File: config.mk
export PLATFORM = sky130hd
export DESIGN_NAME = pic_ctrl
export DESIGN_NICKNAME = d
export VERILOG_FILES = /design/src/pic_pkg.sv /design/src/pic_res_if.sv /design/src/pic_resolver.sv /design/src/pic_ctrl.sv
export VERILOG_INCLUDE_DIRS = /design/src
export SDC_FILE = /design/constraint.sdc
export NUM_CORES = 1
export LEC_CHECK = 0
export BUFFER_PORTS_ARGS = -buffer_cell sky130_fd_sc_hd__clkbuf_2
export CAP_MARGIN = 20
export CORE_MARGIN = 4
export CORE_UTILIZATION = 55
export DETAILED_ROUTE_END_ITERATION = 16
export PLACE_DENSITY = 0.79
export SETUP_SLACK_MARGIN = 0.3
export SLEW_MARGIN = 5
export SYNTH_ARGS = -nofsm -noshare
export SYNTH_HDL_FRONTEND = slang
export SYNTH_SLANG_ARGS = --single-unit
File: constraint.sdc
create_clock -name SYS_CLK_I -period 5.4 [get_ports SYS_CLK_I]
set_input_delay 1.08 -clock SYS_CLK_I [delete_from_list [all_inputs] [get_ports SYS_CLK_I]]
set_output_delay 1.08 -clock SYS_CLK_I [all_outputs]
set_load 0.1 [all_outputs]
File: src/pic_defs.svh
/*
  Constants of the priority interrupt controller: port offsets, field
  positions, command codes and reset values.
  Assumes it is included by its bare name from the controller files.
*/
`ifndef PIC_DEFS_SVH
`define PIC_DEFS_SVH

// ----------------------------------------------------------------------
// Port offsets
// ----------------------------------------------------------------------
`define PIC_PORT_EVEN     8'hc0
`define PIC_PORT_ODD      8'hc2
`define PIC_PORT_EVEN_ALT 8'hc4
`define PIC_PORT_ODD_ALT  8'hc6

// ----------------------------------------------------------------------
// Field positions
// ----------------------------------------------------------------------
`define PIC_W1_IC4   0
`define PIC_W1_SNGL  1
`define PIC_W1_LTIM  3
`define PIC_W1_ID    4
`define PIC_W4_UPM   0
`define PIC_W4_AEOI  1
`define PIC_W4_MS    2
`define PIC_W4_BUF   3
`define PIC_W4_SFNM  4
`define PIC_SS_RIS   0
`define PIC_SS_RR    1
`define PIC_SS_FLAG  3
`define PIC_SS_SMM   5
`define PIC_SS_ESMM  6

// ----------------------------------------------------------------------
// Priority command codes, bits 7..5
// ----------------------------------------------------------------------
`define PIC_PC_AEOI_CLR 3'h0
`define PIC_PC_EOI      3'h1
`define PIC_PC_LINE_SPECIFIC_END     3'h3
`define PIC_PC_AEOI_SET 3'h4
`define PIC_PC_ROT_EOI  3'h5
`define PIC_PC_SET_PRI  3'h6
`define PIC_PC_ROT_LINE_SPECIFIC_END 3'h7

// ----------------------------------------------------------------------
// Reset values and spurious line
// ----------------------------------------------------------------------
`define PIC_RST_MASK    8'h00
`define PIC_RST_LOWEST  3'h7
`define PIC_SPURIOUS    3'h7

`endif

File: src/pic_pkg.sv
/*
  Types shared by the priority interrupt controller modules.
  Assumes nothing beyond a SystemVerilog compiler.
*/
package pic_pkg;

  typedef logic [7:0] pic_byte_t;
  typedef logic [2:0] pic_line_t;

  // Gray along the usual initialization path
  typedef enum logic [2:0] {
    PIC_INIT_IDLE  = 3'b000,
    PIC_INIT_VEC   = 3'b001,
    PIC_INIT_CAS   = 3'b011,
    PIC_INIT_MODE  = 3'b010,
    PIC_INIT_READY = 3'b110
  } pic_init_e;

  typedef enum logic [1:0] {
    PIC_ACK_IDLE = 2'b00,
    PIC_ACK_ONE  = 2'b01,
    PIC_ACK_TWO  = 2'b11
  } pic_ack_e;

endpackage

File: src/pic_res_if.sv
/*
  Carrier between the controller core and its priority resolver.
  Assumes both ends run on the same clock; the resolver is combinational.
*/
interface pic_res_if;
  pic_pkg::pic_byte_t req;
  pic_pkg::pic_byte_t in_service_status;
  pic_pkg::pic_byte_t mask;
  pic_pkg::pic_byte_t smap;
  pic_pkg::pic_line_t low;
  logic               smm;
  logic               special_nesting_select;
  logic               int_req;
  pic_pkg::pic_line_t win;
  pic_pkg::pic_line_t top;
  logic               top_any;

  modport res (input req, in_service_status, mask, smap, low, smm, special_nesting_select,
               output int_req, win, top, top_any);
  modport ctl (output req, in_service_status, mask, smap, low, smm, special_nesting_select,
               input int_req, win, top, top_any);
endinterface

File: src/pic_resolver.sv
/*
  Priority resolver: picks the best unmasked request under the current
  rotation and decides whether it may interrupt what is in service.
  Assumes the core drives every input of the carrier each cycle.
*/
module pic_resolver (
  pic_res_if.res r
);

  // --------------------------------------------------------------------
  // Rank of a line, zero is highest
  // --------------------------------------------------------------------
  function automatic pic_pkg::pic_line_t rank(input pic_pkg::pic_line_t ln,
                                              input pic_pkg::pic_line_t lo);
    rank = ln - lo - 3'h1;
  endfunction

  pic_pkg::pic_byte_t pend;
  pic_pkg::pic_byte_t blk;
  pic_pkg::pic_line_t ln;
  pic_pkg::pic_line_t rq_line;
  pic_pkg::pic_line_t bk_line;
  logic               rq_hit;
  logic               bk_hit;

  // --------------------------------------------------------------------
  // Scan from lowest rank upward so the highest one lands last
  // --------------------------------------------------------------------
  always_comb begin
    pend      = r.req & ~r.mask;
    blk       = r.smm ? 8'h00 : r.in_service_status;
    if (r.smm) begin
      pend = pend & ~r.in_service_status;
    end
    rq_hit    = 1'b0;
    bk_hit    = 1'b0;
    rq_line   = 3'h0;
    bk_line   = 3'h0;
    r.top     = 3'h0;
    r.top_any = 1'b0;
    for (int p = 7; p >= 0; p--) begin
      ln = r.low + 3'h1 + p[2:0];
      if (pend[ln]) begin
        rq_hit  = 1'b1;
        rq_line = ln;
      end
      if (blk[ln]) begin
        bk_hit  = 1'b1;
        bk_line = ln;
      end
      if (r.in_service_status[ln]) begin
        r.top_any = 1'b1;
        r.top     = ln;
      end
    end
    r.win     = rq_line;
    // Equal level passes only for a slave line in special nesting
    r.int_req = rq_hit && (!bk_hit || (rank(rq_line, r.low) < rank(bk_line, r.low)) ||
                (r.special_nesting_select && rq_line == bk_line && r.smap[rq_line]));
  end

endmodule

File: src/pic_ctrl.sv
/*
  Eight-input priority interrupt controller: command and status ports,
  initialization sequence, request and in-service tracking, acknowledge
  sequence with cascade lines and vector output.
  Assumes WR_I/RD_I come from logic on SYS_CLK_I; IR_I, INTERRUPT_ACKNOWLEDGE_N_I and
  CAS_I are pins and are synchronised here.
*/
`include "pic_defs.svh"

module pic_ctrl (
  input  wire logic       SYS_CLK_I,
  input  wire logic       NRST_I,
  input  wire logic [7:0] ADDR_I,
  input  wire logic       WR_I,
  input  wire logic       RD_I,
  input  wire logic [7:0] DATA_I,
  output      logic [7:0] DATA_O,
  input  wire logic [7:0] IR_I,
  input  wire logic       INTERRUPT_ACKNOWLEDGE_N_I,
  input  wire logic [2:0] CAS_I,
  output      logic       INT_O,
  output      logic [2:0] CAS_O,
  output      logic       CAS_OE_O,
  output      logic [7:0] VEC_O,
  output      logic       VEC_OE_O
);

  // --------------------------------------------------------------------
  // Pin synchronisers
  // --------------------------------------------------------------------
  logic [11:0] s1_ff;
  logic [11:0] s2_ff;
  logic [11:0] s3_ff;
  logic [11:0] filt_ff;
  logic [11:0] nxt_filt;

  always_comb begin
    for (int i = 0; i < 12; i++) begin
      nxt_filt[i] = (s2_ff[i] == s3_ff[i]) ? s3_ff[i] : filt_ff[i];
    end
  end

  // Idle levels: requests low, acknowledge high
  always_ff @(posedge SYS_CLK_I) begin
    if (!NRST_I) begin
      s1_ff   <= 12'h100;
      s2_ff   <= 12'h100;
      s3_ff   <= 12'h100;
      filt_ff <= 12'h100;
    end else begin
      s1_ff   <= {CAS_I, INTERRUPT_ACKNOWLEDGE_N_I, IR_I};
      s2_ff   <= s1_ff;
      s3_ff   <= s2_ff;
      filt_ff <= nxt_filt;
    end
  end

  logic [7:0] ir_lvl;
  logic [7:0] ir_rise;
  logic [2:0] cas_in;
  logic       ack_fall;
  logic       ack_rise;

  assign ir_lvl   = nxt_filt[7:0];
  assign ir_rise  = nxt_filt[7:0] & ~filt_ff[7:0];
  assign cas_in   = nxt_filt[11:9];
  assign ack_fall = filt_ff[8] & ~nxt_filt[8];
  assign ack_rise = ~filt_ff[8] & nxt_filt[8];

  // --------------------------------------------------------------------
  // Port decode
  // --------------------------------------------------------------------
  logic wr_even;
  logic wr_odd;
  logic rd_even;
  logic rd_odd;

  always_comb begin
    wr_even = 1'b0;
    wr_odd  = 1'b0;
    rd_even = 1'b0;
    rd_odd  = 1'b0;
    if (ADDR_I == `PIC_PORT_EVEN) begin
      wr_even = WR_I;
      rd_even = RD_I;
    end else if (ADDR_I == `PIC_PORT_ODD) begin
      wr_odd = WR_I;
      rd_odd = RD_I;
    end else if (ADDR_I == `PIC_PORT_EVEN_ALT) begin
      rd_even = RD_I;
    end else if (ADDR_I == `PIC_PORT_ODD_ALT) begin
      rd_odd = RD_I;
    end
  end

  // --------------------------------------------------------------------
  // Configuration and initialization sequence
  // --------------------------------------------------------------------
  pic_pkg::pic_init_e init_ff,  nxt_init;
  logic [4:0]         vbase_ff, nxt_vbase;
  pic_pkg::pic_byte_t cmap_ff,  nxt_cmap;
  pic_pkg::pic_byte_t mask_ff,  nxt_mask;
  logic               level_ff, nxt_level;
  logic               casc_ff,  nxt_casc;
  logic               aeoi_ff,  nxt_aeoi;
  logic               ms_ff,    nxt_ms;
  logic               buf_ff,   nxt_buf;
  logic               sfn_ff,   nxt_sfn;
  logic               smm_ff,   nxt_smm;
  logic               sel_ff,   nxt_sel;
  logic               w1_wr;
  logic               pc_wr;
  logic               ready;
  logic               master;

  assign w1_wr  = wr_even && DATA_I[`PIC_W1_ID] && DATA_I[`PIC_W1_IC4];
  assign ready  = (init_ff == pic_pkg::PIC_INIT_READY);
  assign pc_wr  = wr_even && ready && !DATA_I[`PIC_W1_ID] && !DATA_I[`PIC_SS_FLAG];
  // Unbuffered parts act as master
  assign master = buf_ff ? ms_ff : 1'b1;

  always_comb begin
    nxt_init  = init_ff;
    nxt_vbase = vbase_ff;
    nxt_cmap  = cmap_ff;
    nxt_mask  = mask_ff;
    nxt_level = level_ff;
    nxt_casc  = casc_ff;
    nxt_aeoi  = aeoi_ff;
    nxt_ms    = ms_ff;
    nxt_buf   = buf_ff;
    nxt_sfn   = sfn_ff;
    nxt_smm   = smm_ff;
    nxt_sel   = sel_ff;
    if (w1_wr) begin
      nxt_init  = pic_pkg::PIC_INIT_VEC;
      nxt_level = DATA_I[`PIC_W1_LTIM];
      nxt_casc  = !DATA_I[`PIC_W1_SNGL];
      nxt_mask  = `PIC_RST_MASK;
      nxt_smm   = 1'b0;
      nxt_sel   = 1'b0;
      nxt_sfn   = 1'b0;
    end else if (wr_even && ready && !DATA_I[`PIC_W1_ID] && DATA_I[`PIC_SS_FLAG]) begin
      if (DATA_I[`PIC_SS_ESMM]) begin
        nxt_smm = DATA_I[`PIC_SS_SMM];
      end
      if (DATA_I[`PIC_SS_RR]) begin
        nxt_sel = DATA_I[`PIC_SS_RIS];
      end
    end else if (wr_odd) begin
      case (init_ff)
        pic_pkg::PIC_INIT_VEC: begin
          nxt_vbase = DATA_I[7:3];
          nxt_init  = casc_ff ? pic_pkg::PIC_INIT_CAS : pic_pkg::PIC_INIT_MODE;
        end
        pic_pkg::PIC_INIT_CAS: begin
          nxt_cmap = DATA_I;
          nxt_init = pic_pkg::PIC_INIT_MODE;
        end
        pic_pkg::PIC_INIT_MODE: begin
          // A mode word without bit 0 is ignored
          if (DATA_I[`PIC_W4_UPM]) begin
            nxt_aeoi = DATA_I[`PIC_W4_AEOI];
            nxt_ms   = DATA_I[`PIC_W4_MS];
            nxt_buf  = DATA_I[`PIC_W4_BUF];
            nxt_sfn  = DATA_I[`PIC_W4_SFNM];
            nxt_init = pic_pkg::PIC_INIT_READY;
          end
        end
        pic_pkg::PIC_INIT_READY: begin
          nxt_mask = DATA_I;
        end
        default: begin
          nxt_init = init_ff;
        end
      endcase
    end
  end

  always_ff @(posedge SYS_CLK_I) begin
    if (!NRST_I) begin
      init_ff  <= pic_pkg::PIC_INIT_IDLE;
      vbase_ff <= 5'h00;
      cmap_ff  <= 8'h00;
      mask_ff  <= `PIC_RST_MASK;
      level_ff <= 1'b0;
      casc_ff  <= 1'b0;
      aeoi_ff  <= 1'b0;
      ms_ff    <= 1'b0;
      buf_ff   <= 1'b0;
      sfn_ff   <= 1'b0;
      smm_ff   <= 1'b0;
      sel_ff   <= 1'b0;
    end else begin
      init_ff  <= nxt_init;
      vbase_ff <= nxt_vbase;
      cmap_ff  <= nxt_cmap;
      mask_ff  <= nxt_mask;
      level_ff <= nxt_level;
      casc_ff  <= nxt_casc;
      aeoi_ff  <= nxt_aeoi;
      ms_ff    <= nxt_ms;
      buf_ff   <= nxt_buf;
      sfn_ff   <= nxt_sfn;
      smm_ff   <= nxt_smm;
      sel_ff   <= nxt_sel;
    end
  end

  // --------------------------------------------------------------------
  // Priority resolver
  // --------------------------------------------------------------------
  pic_pkg::pic_byte_t irr_ff, nxt_irr;
  pic_pkg::pic_byte_t isr_ff, nxt_isr;
  pic_pkg::pic_line_t low_ff, nxt_low;
  logic               rot_ff, nxt_rot;
  pic_res_if          res ();

  assign res.req  = irr_ff;
  assign res.in_service_status  = isr_ff;
  assign res.mask = mask_ff;
  assign res.smap = cmap_ff;
  assign res.low  = low_ff;
  assign res.smm  = smm_ff;
  assign res.special_nesting_select  = sfn_ff && master && casc_ff;

  pic_resolver u_resolver (
    .r (res.res)
  );

  // --------------------------------------------------------------------
  // Acknowledge sequence
  // --------------------------------------------------------------------
  pic_pkg::pic_ack_e  ack_ff,   nxt_ack;
  pic_pkg::pic_line_t win_ff,   nxt_win;
  logic               took_ff,  nxt_took;
  logic [2:0]         cas_ff,   nxt_cas;
  logic               casoe_ff, nxt_casoe;
  pic_pkg::pic_byte_t vec_ff,   nxt_vec;
  logic               vecoe_ff, nxt_vecoe;
  logic               int_ff,   nxt_int;
  pic_pkg::pic_byte_t isr_set;
  logic               aeoi_evt;
  logic               to_slave;

  assign to_slave = casc_ff && cmap_ff[res.win];

  always_comb begin
    nxt_ack   = ack_ff;
    nxt_win   = win_ff;
    nxt_took  = took_ff;
    nxt_cas   = cas_ff;
    nxt_casoe = casoe_ff;
    nxt_vec   = vec_ff;
    nxt_vecoe = vecoe_ff;
    isr_set   = 8'h00;
    aeoi_evt  = 1'b0;
    nxt_int   = ready && res.int_req && (ack_ff == pic_pkg::PIC_ACK_IDLE);
    case (ack_ff)
      pic_pkg::PIC_ACK_IDLE: begin
        if (ack_fall) begin
          nxt_ack  = pic_pkg::PIC_ACK_ONE;
          nxt_took = 1'b0;
          if (master) begin
            nxt_win  = res.int_req ? res.win : `PIC_SPURIOUS;
            nxt_took = res.int_req;
            isr_set  = res.int_req ? (8'h01 << res.win) : 8'h00;
            if (res.int_req && to_slave) begin
              nxt_cas   = res.win;
              nxt_casoe = 1'b1;
            end
          end
        end
      end
      pic_pkg::PIC_ACK_ONE: begin
        if (ack_fall) begin
          nxt_ack = pic_pkg::PIC_ACK_TWO;
          if (master) begin
            nxt_vec   = {vbase_ff, win_ff};
            nxt_vecoe = !casoe_ff;
          end else if (cas_in == cmap_ff[2:0]) begin
            nxt_win   = res.int_req ? res.win : `PIC_SPURIOUS;
            nxt_took  = res.int_req;
            isr_set   = res.int_req ? (8'h01 << res.win) : 8'h00;
            nxt_vec   = {vbase_ff, nxt_win};
            nxt_vecoe = 1'b1;
          end
        end
      end
      pic_pkg::PIC_ACK_TWO: begin
        if (ack_rise) begin
          nxt_ack   = pic_pkg::PIC_ACK_IDLE;
          nxt_vecoe = 1'b0;
          nxt_casoe = 1'b0;
          aeoi_evt  = aeoi_ff && took_ff;
        end
      end
      default: begin
        nxt_ack = pic_pkg::PIC_ACK_IDLE;
      end
    endcase
  end

  always_ff @(posedge SYS_CLK_I) begin
    if (!NRST_I) begin
      ack_ff   <= pic_pkg::PIC_ACK_IDLE;
      win_ff   <= 3'h0;
      took_ff  <= 1'b0;
      cas_ff   <= 3'h0;
      casoe_ff <= 1'b0;
      vec_ff   <= 8'h00;
      vecoe_ff <= 1'b0;
      int_ff   <= 1'b0;
    end else begin
      ack_ff   <= nxt_ack;
      win_ff   <= nxt_win;
      took_ff  <= nxt_took;
      cas_ff   <= nxt_cas;
      casoe_ff <= nxt_casoe;
      vec_ff   <= nxt_vec;
      vecoe_ff <= nxt_vecoe;
      int_ff   <= nxt_int;
    end
  end

  // --------------------------------------------------------------------
  // Request, in-service and rotation state
  // --------------------------------------------------------------------
  pic_pkg::pic_byte_t isr_clr;
  pic_pkg::pic_line_t cmd_line;

  assign cmd_line = DATA_I[2:0];

  always_comb begin
    isr_clr = 8'h00;
    nxt_low = low_ff;
    nxt_rot = rot_ff;
    // Edge mode holds a request until taken or the line drops
    nxt_irr = level_ff ? ir_lvl : (((irr_ff & ~isr_set) | ir_rise) & ir_lvl);
    if (pc_wr) begin
      case (DATA_I[7:5])
        `PIC_PC_AEOI_SET: nxt_rot = 1'b1;
        `PIC_PC_AEOI_CLR: nxt_rot = 1'b0;
        `PIC_PC_EOI: isr_clr = res.top_any ? (8'h01 << res.top) : 8'h00;
        `PIC_PC_LINE_SPECIFIC_END: isr_clr = 8'h01 << cmd_line;
        `PIC_PC_ROT_EOI: begin
          if (res.top_any) begin
            isr_clr = 8'h01 << res.top;
            nxt_low = res.top;
          end
        end
        `PIC_PC_SET_PRI: nxt_low = cmd_line;
        `PIC_PC_ROT_LINE_SPECIFIC_END: begin
          isr_clr = 8'h01 << cmd_line;
          nxt_low = cmd_line;
        end
        default: nxt_low = low_ff;
      endcase
    end
    if (aeoi_evt) begin
      isr_clr = isr_clr | (8'h01 << win_ff);
      if (rot_ff) begin
        nxt_low = win_ff;
      end
    end
    // A new in-service bit wins over a clear in the same cycle
    nxt_isr = (isr_ff & ~isr_clr) | isr_set;
    if (w1_wr) begin
      nxt_isr = 8'h00;
      nxt_low = `PIC_RST_LOWEST;
      nxt_rot = 1'b0;
    end
  end

  always_ff @(posedge SYS_CLK_I) begin
    if (!NRST_I) begin
      irr_ff <= 8'h00;
      isr_ff <= 8'h00;
      low_ff <= `PIC_RST_LOWEST;
      rot_ff <= 1'b0;
    end else begin
      irr_ff <= nxt_irr;
      isr_ff <= nxt_isr;
      low_ff <= nxt_low;
      rot_ff <= nxt_rot;
    end
  end

  // --------------------------------------------------------------------
  // Status reads
  // --------------------------------------------------------------------
  pic_pkg::pic_byte_t rdata_ff, nxt_rdata;

  always_comb begin
    nxt_rdata = rdata_ff;
    if (rd_odd) begin
      nxt_rdata = mask_ff;
    end else if (rd_even) begin
      nxt_rdata = sel_ff ? isr_ff : irr_ff;
    end
  end

  always_ff @(posedge SYS_CLK_I) begin
    if (!NRST_I) begin
      rdata_ff <= 8'h00;
    end else begin
      rdata_ff <= nxt_rdata;
    end
  end

  assign DATA_O   = rdata_ff;
  assign INT_O    = int_ff;
  assign CAS_O    = cas_ff;
  assign CAS_OE_O = casoe_ff;
  assign VEC_O    = vec_ff;
  assign VEC_OE_O = vecoe_ff;

endmodule

==> summary.md <==
| Metric | Value |
|---|---|
| Post-synthesis sequential area ratio | 34.42% |
| Endpoints failing setup | 0 |
| Skew final | 0.008010 ns |
| Layout cell share with drive strength beyond 1 | 18.54% |
| Period minus WS final | 4.960 ns |
| Vias per cell | 6.131 |
| Synth warn | 0 |
| Status | completed |
| Max cap viols | 0 |
| Number of global-route vias before repair | 6414 |
| CP delay by family, top | simple AND/OR/NAND/NOR gates |
| Routed wire per std cell | 17.90 um |
| 1st-pass router iterations | 6 |
| DR iter-0 viols | 848 |
| Die Y | 124.3 um |
| Leakage power | 0.003320 uW |
| Rel. slew slack | 41.25% |
| Top cells by count, synth | dfxtp_1, nand2_1, nor2_1 |
| Worst path depth | 17 |
| Synth Instances | 860 |
| Routed WL | 19560 um |
| TritonCTS clock tree | yes |
| Later-pin clock latency in the skew report | 0.41 ns |
| Worst path bufs/invs | 1 |
| Gr usage total | 25.06% |
| Initial antenna violation count | 0 |
| Critical Path AT | 5.27 ns |
| Post-synth top flop | dfxtp_1 |
| Cell taking the most area after synthesis | dfxtp_1 |
| Total power | 2090 uW |
| Worst r2r path cells | 17 |
| Count leader, synth | dfxtp_1 |
| Antenna-violating nets left | 0 |
| Net count reported at finish | 945 |
| Clock transition at path regs | 0.06 ns |
| Die X | 124.3 um |
| Initial core utilization | 56.22% |
| Worst-path maximum fanout | 9 |
| WS Path Type | reg -> reg |
| Netlist cell types | 78 |
| Filler cell count | 1105 |
| Total vias in the final route | 6701 |
| H-tree Lvls | 4 |
| Die area | 15460 um2 |
| Post-DP HPWL | 13850 um |
| EDFF count, synth | 0 |
| Critical Path Sink Type | register |
| Highest Clock Rate | 201.6 MHz |
| First-pass GRT wire length | 32340 um |
| Yosys reg bits | 128 |
| Average size of a mapped cell | 8.657 um2 |
| Type of the most critical hold path | reg -> reg |
| CP startpoint kind | register |
| Post-route clock period utilization | 91.84% |
| Synth Cell Area | 7445 um2 |
| Largest net degree at the start of global routing | 69 |
| Hold path depth | 1 |
| Req. time, crit path | 5.71 ns |
| Final hold viol count | 0 |
| Pwr Density | 243.7 nW/um2 |
| Max VDD drop | 0.3129 mV |
| Detailed-route DRC error count | 0 |
| Asr flop ratio synth | 0% |
| Sink Count | 128 |
| Std cell rows | 42 |
| Synth area leaders | dfxtp_1, mux2i_1, and2_1 |
| Final RePlAce weighted congestion | 1.008 |
| RSZ-0062 raised after global routing | true |
| Core ar. | 13240 um2 |
| CP dominant cell by count | a21oi_1 |
| Post-layout util | 64.75% |
| Worst-margin pin slew | 0.8781 ns |
| Critical Path, Cell by Cell | inv_8 > ha_4 > nor2b_1 > and3_1 > or4_4 > mux2_2 > or4_1 > a21oi_1 > o31a_1 > fa_2 > ha_1 > a21o_1 > a21oi_1 > o31ai_4 > nand2_1 > a22o_1 > and2_1 |
| Area growth from synthesis to layout | 15.18% |
| Slew Limit Fails | 0 |
| Post-Syn Nets | 900 |
| Setup TNS | 0 ns |
| R2R Setup Slk | 0.44 ns |
| Number of port buffers | 53 |
| Share of the synthesized area in the top cell type | 34.42% |
| Worst path slowest cell | or4_4 |
| Cts bufs inserted | 17 |
| Diodes inserted | 0 |
| Crit-path max cell delay | 0.61 ns |
| Ports | 54 |
| Grt total ovfl | 0 |
| Root buf cell | clkbuf_16 |
| Max Buffers Root-to-Sink | 2 |
==> power breakdown <==
part / internal, uW / switching [uW] / leakage, uW
Clock: 641 / 415 / 0.000269
Sequential: 956 / 4.99 / 0.00104
Combinational: 27.4 / 45.3 / 0.00201
==> final timing paths <==
path              startpoint  endpoint
setup / recovery   low_ff[0]  CAS_OE_O
hold / removal      s1_ff[8]  s2_ff[8]
setup reg to reg   low_ff[0]  CAS_OE_O
hold reg to reg     s1_ff[8]  s2_ff[8]
==> stage by stage <==
stage / cell area [um2] / hold slack (ns) / setup slack [ns] / cells
final: 8574 / 0.4295 / 0.4405 / 1093
after global routing: 8574 / 0.4401 / 0.2780 / 1093
after CTS: 8518 / 0.4346 / 0.3069 / 1092
after detailed placement: 7946 / 0.4207 / 0.1292 / 1061
after global placement: 7946 / 0.3886 / 0.2537 / 1061
after floorplan: 7550 / 0.3863 / 0.3079 / 860
==> flip-flops by register name, indices dropped and copies added, names as in the netlist, 2 cells and up <==
register,count
s2_ff,12
filt_ff,12
low_ff,3
DATA_O,8
s1_ff,12
irr_ff,8
mask_ff,8
VEC_O,8
init_ff,3
s3_ff,12
vbase_ff,5
isr_ff,8
CAS_O,3
ack_ff,2
cmap_ff,8
win_ff,3
==> metal layers <==
layer | routed length (um) | GRT usage, %
met5 | 0 | 0
met2 | 9278 | 41.06
met4 | 760 | 11.35
met3 | 1497 | 4.074
met1 | 8026 | 32.49
==> area by class of cell <==
cell class / count / area [um2] / area share (%)
clock buffer: 18 / 439.2 / 5.122
multi-input combinational: 661 / 4674 / 54.52
sequential: 128 / 2566 / 29.93
timing repair buffer: 83 / 501.7 / 5.851
tap: 176 / 220.2 / 2.568
clock inverter: 13 / 112.6 / 1.313
inverter: 14 / 60.06 / 0.7004
==> worst reg2reg max path, stage by stage, from the launching register on <==
cell	delay, ns
dfxtp_2	0.38
inv_8	0.07
ha_4	0.33
nor2b_1	0.13
and3_1	0.20
or4_4	0.61
mux2_2	0.30
or4_1	0.50
a21oi_1	0.20
o31a_1	0.25
fa_2	0.46
ha_1	0.28
a21o_1	0.10
a21oi_1	0.09
o31ai_4	0.39
nand2_1	0.18
a22o_1	0.24
and2_1	0.15
==> layout by cell type (no fill, tap or decap), types with 22 or more instances in the layout <==
cell and count:
a21oi_1 35, and2_1 57, buf_4 28, clkbuf_2 53, dfxtp_1 125, mux2i_1 56
nand2_1 85, nand3_1 22, nor2_1 59, nor2b_1 39, o21ai_0 43
==> cells by family (layout without fill, tap and decap cells) <==
logic type | Yosys count | count (layout) | synth area share (%)
muxes | 81 | 81 | 13.60
and+or+nand+nor | 362 | 362 | 25.41
DFF | 128 | 128 | 34.42
xor gates and xnor gates | 16 | 16 | 2.555
adders and majority gates | 11 | 11 | 1.950
AOI/OAI and AO/OA | 191 | 191 | 17.98
buffers and inverters | 71 | 128 | 4.084
==> what timing repair did <==
item                       CTS  global route
hold buffers                 0             0
resized for setup            4            13
buffers inserted             0             1
pin swaps                    0             2
setup endpoints to repair   22            28
No activity file was read; power rests on OpenSTA's default activity.
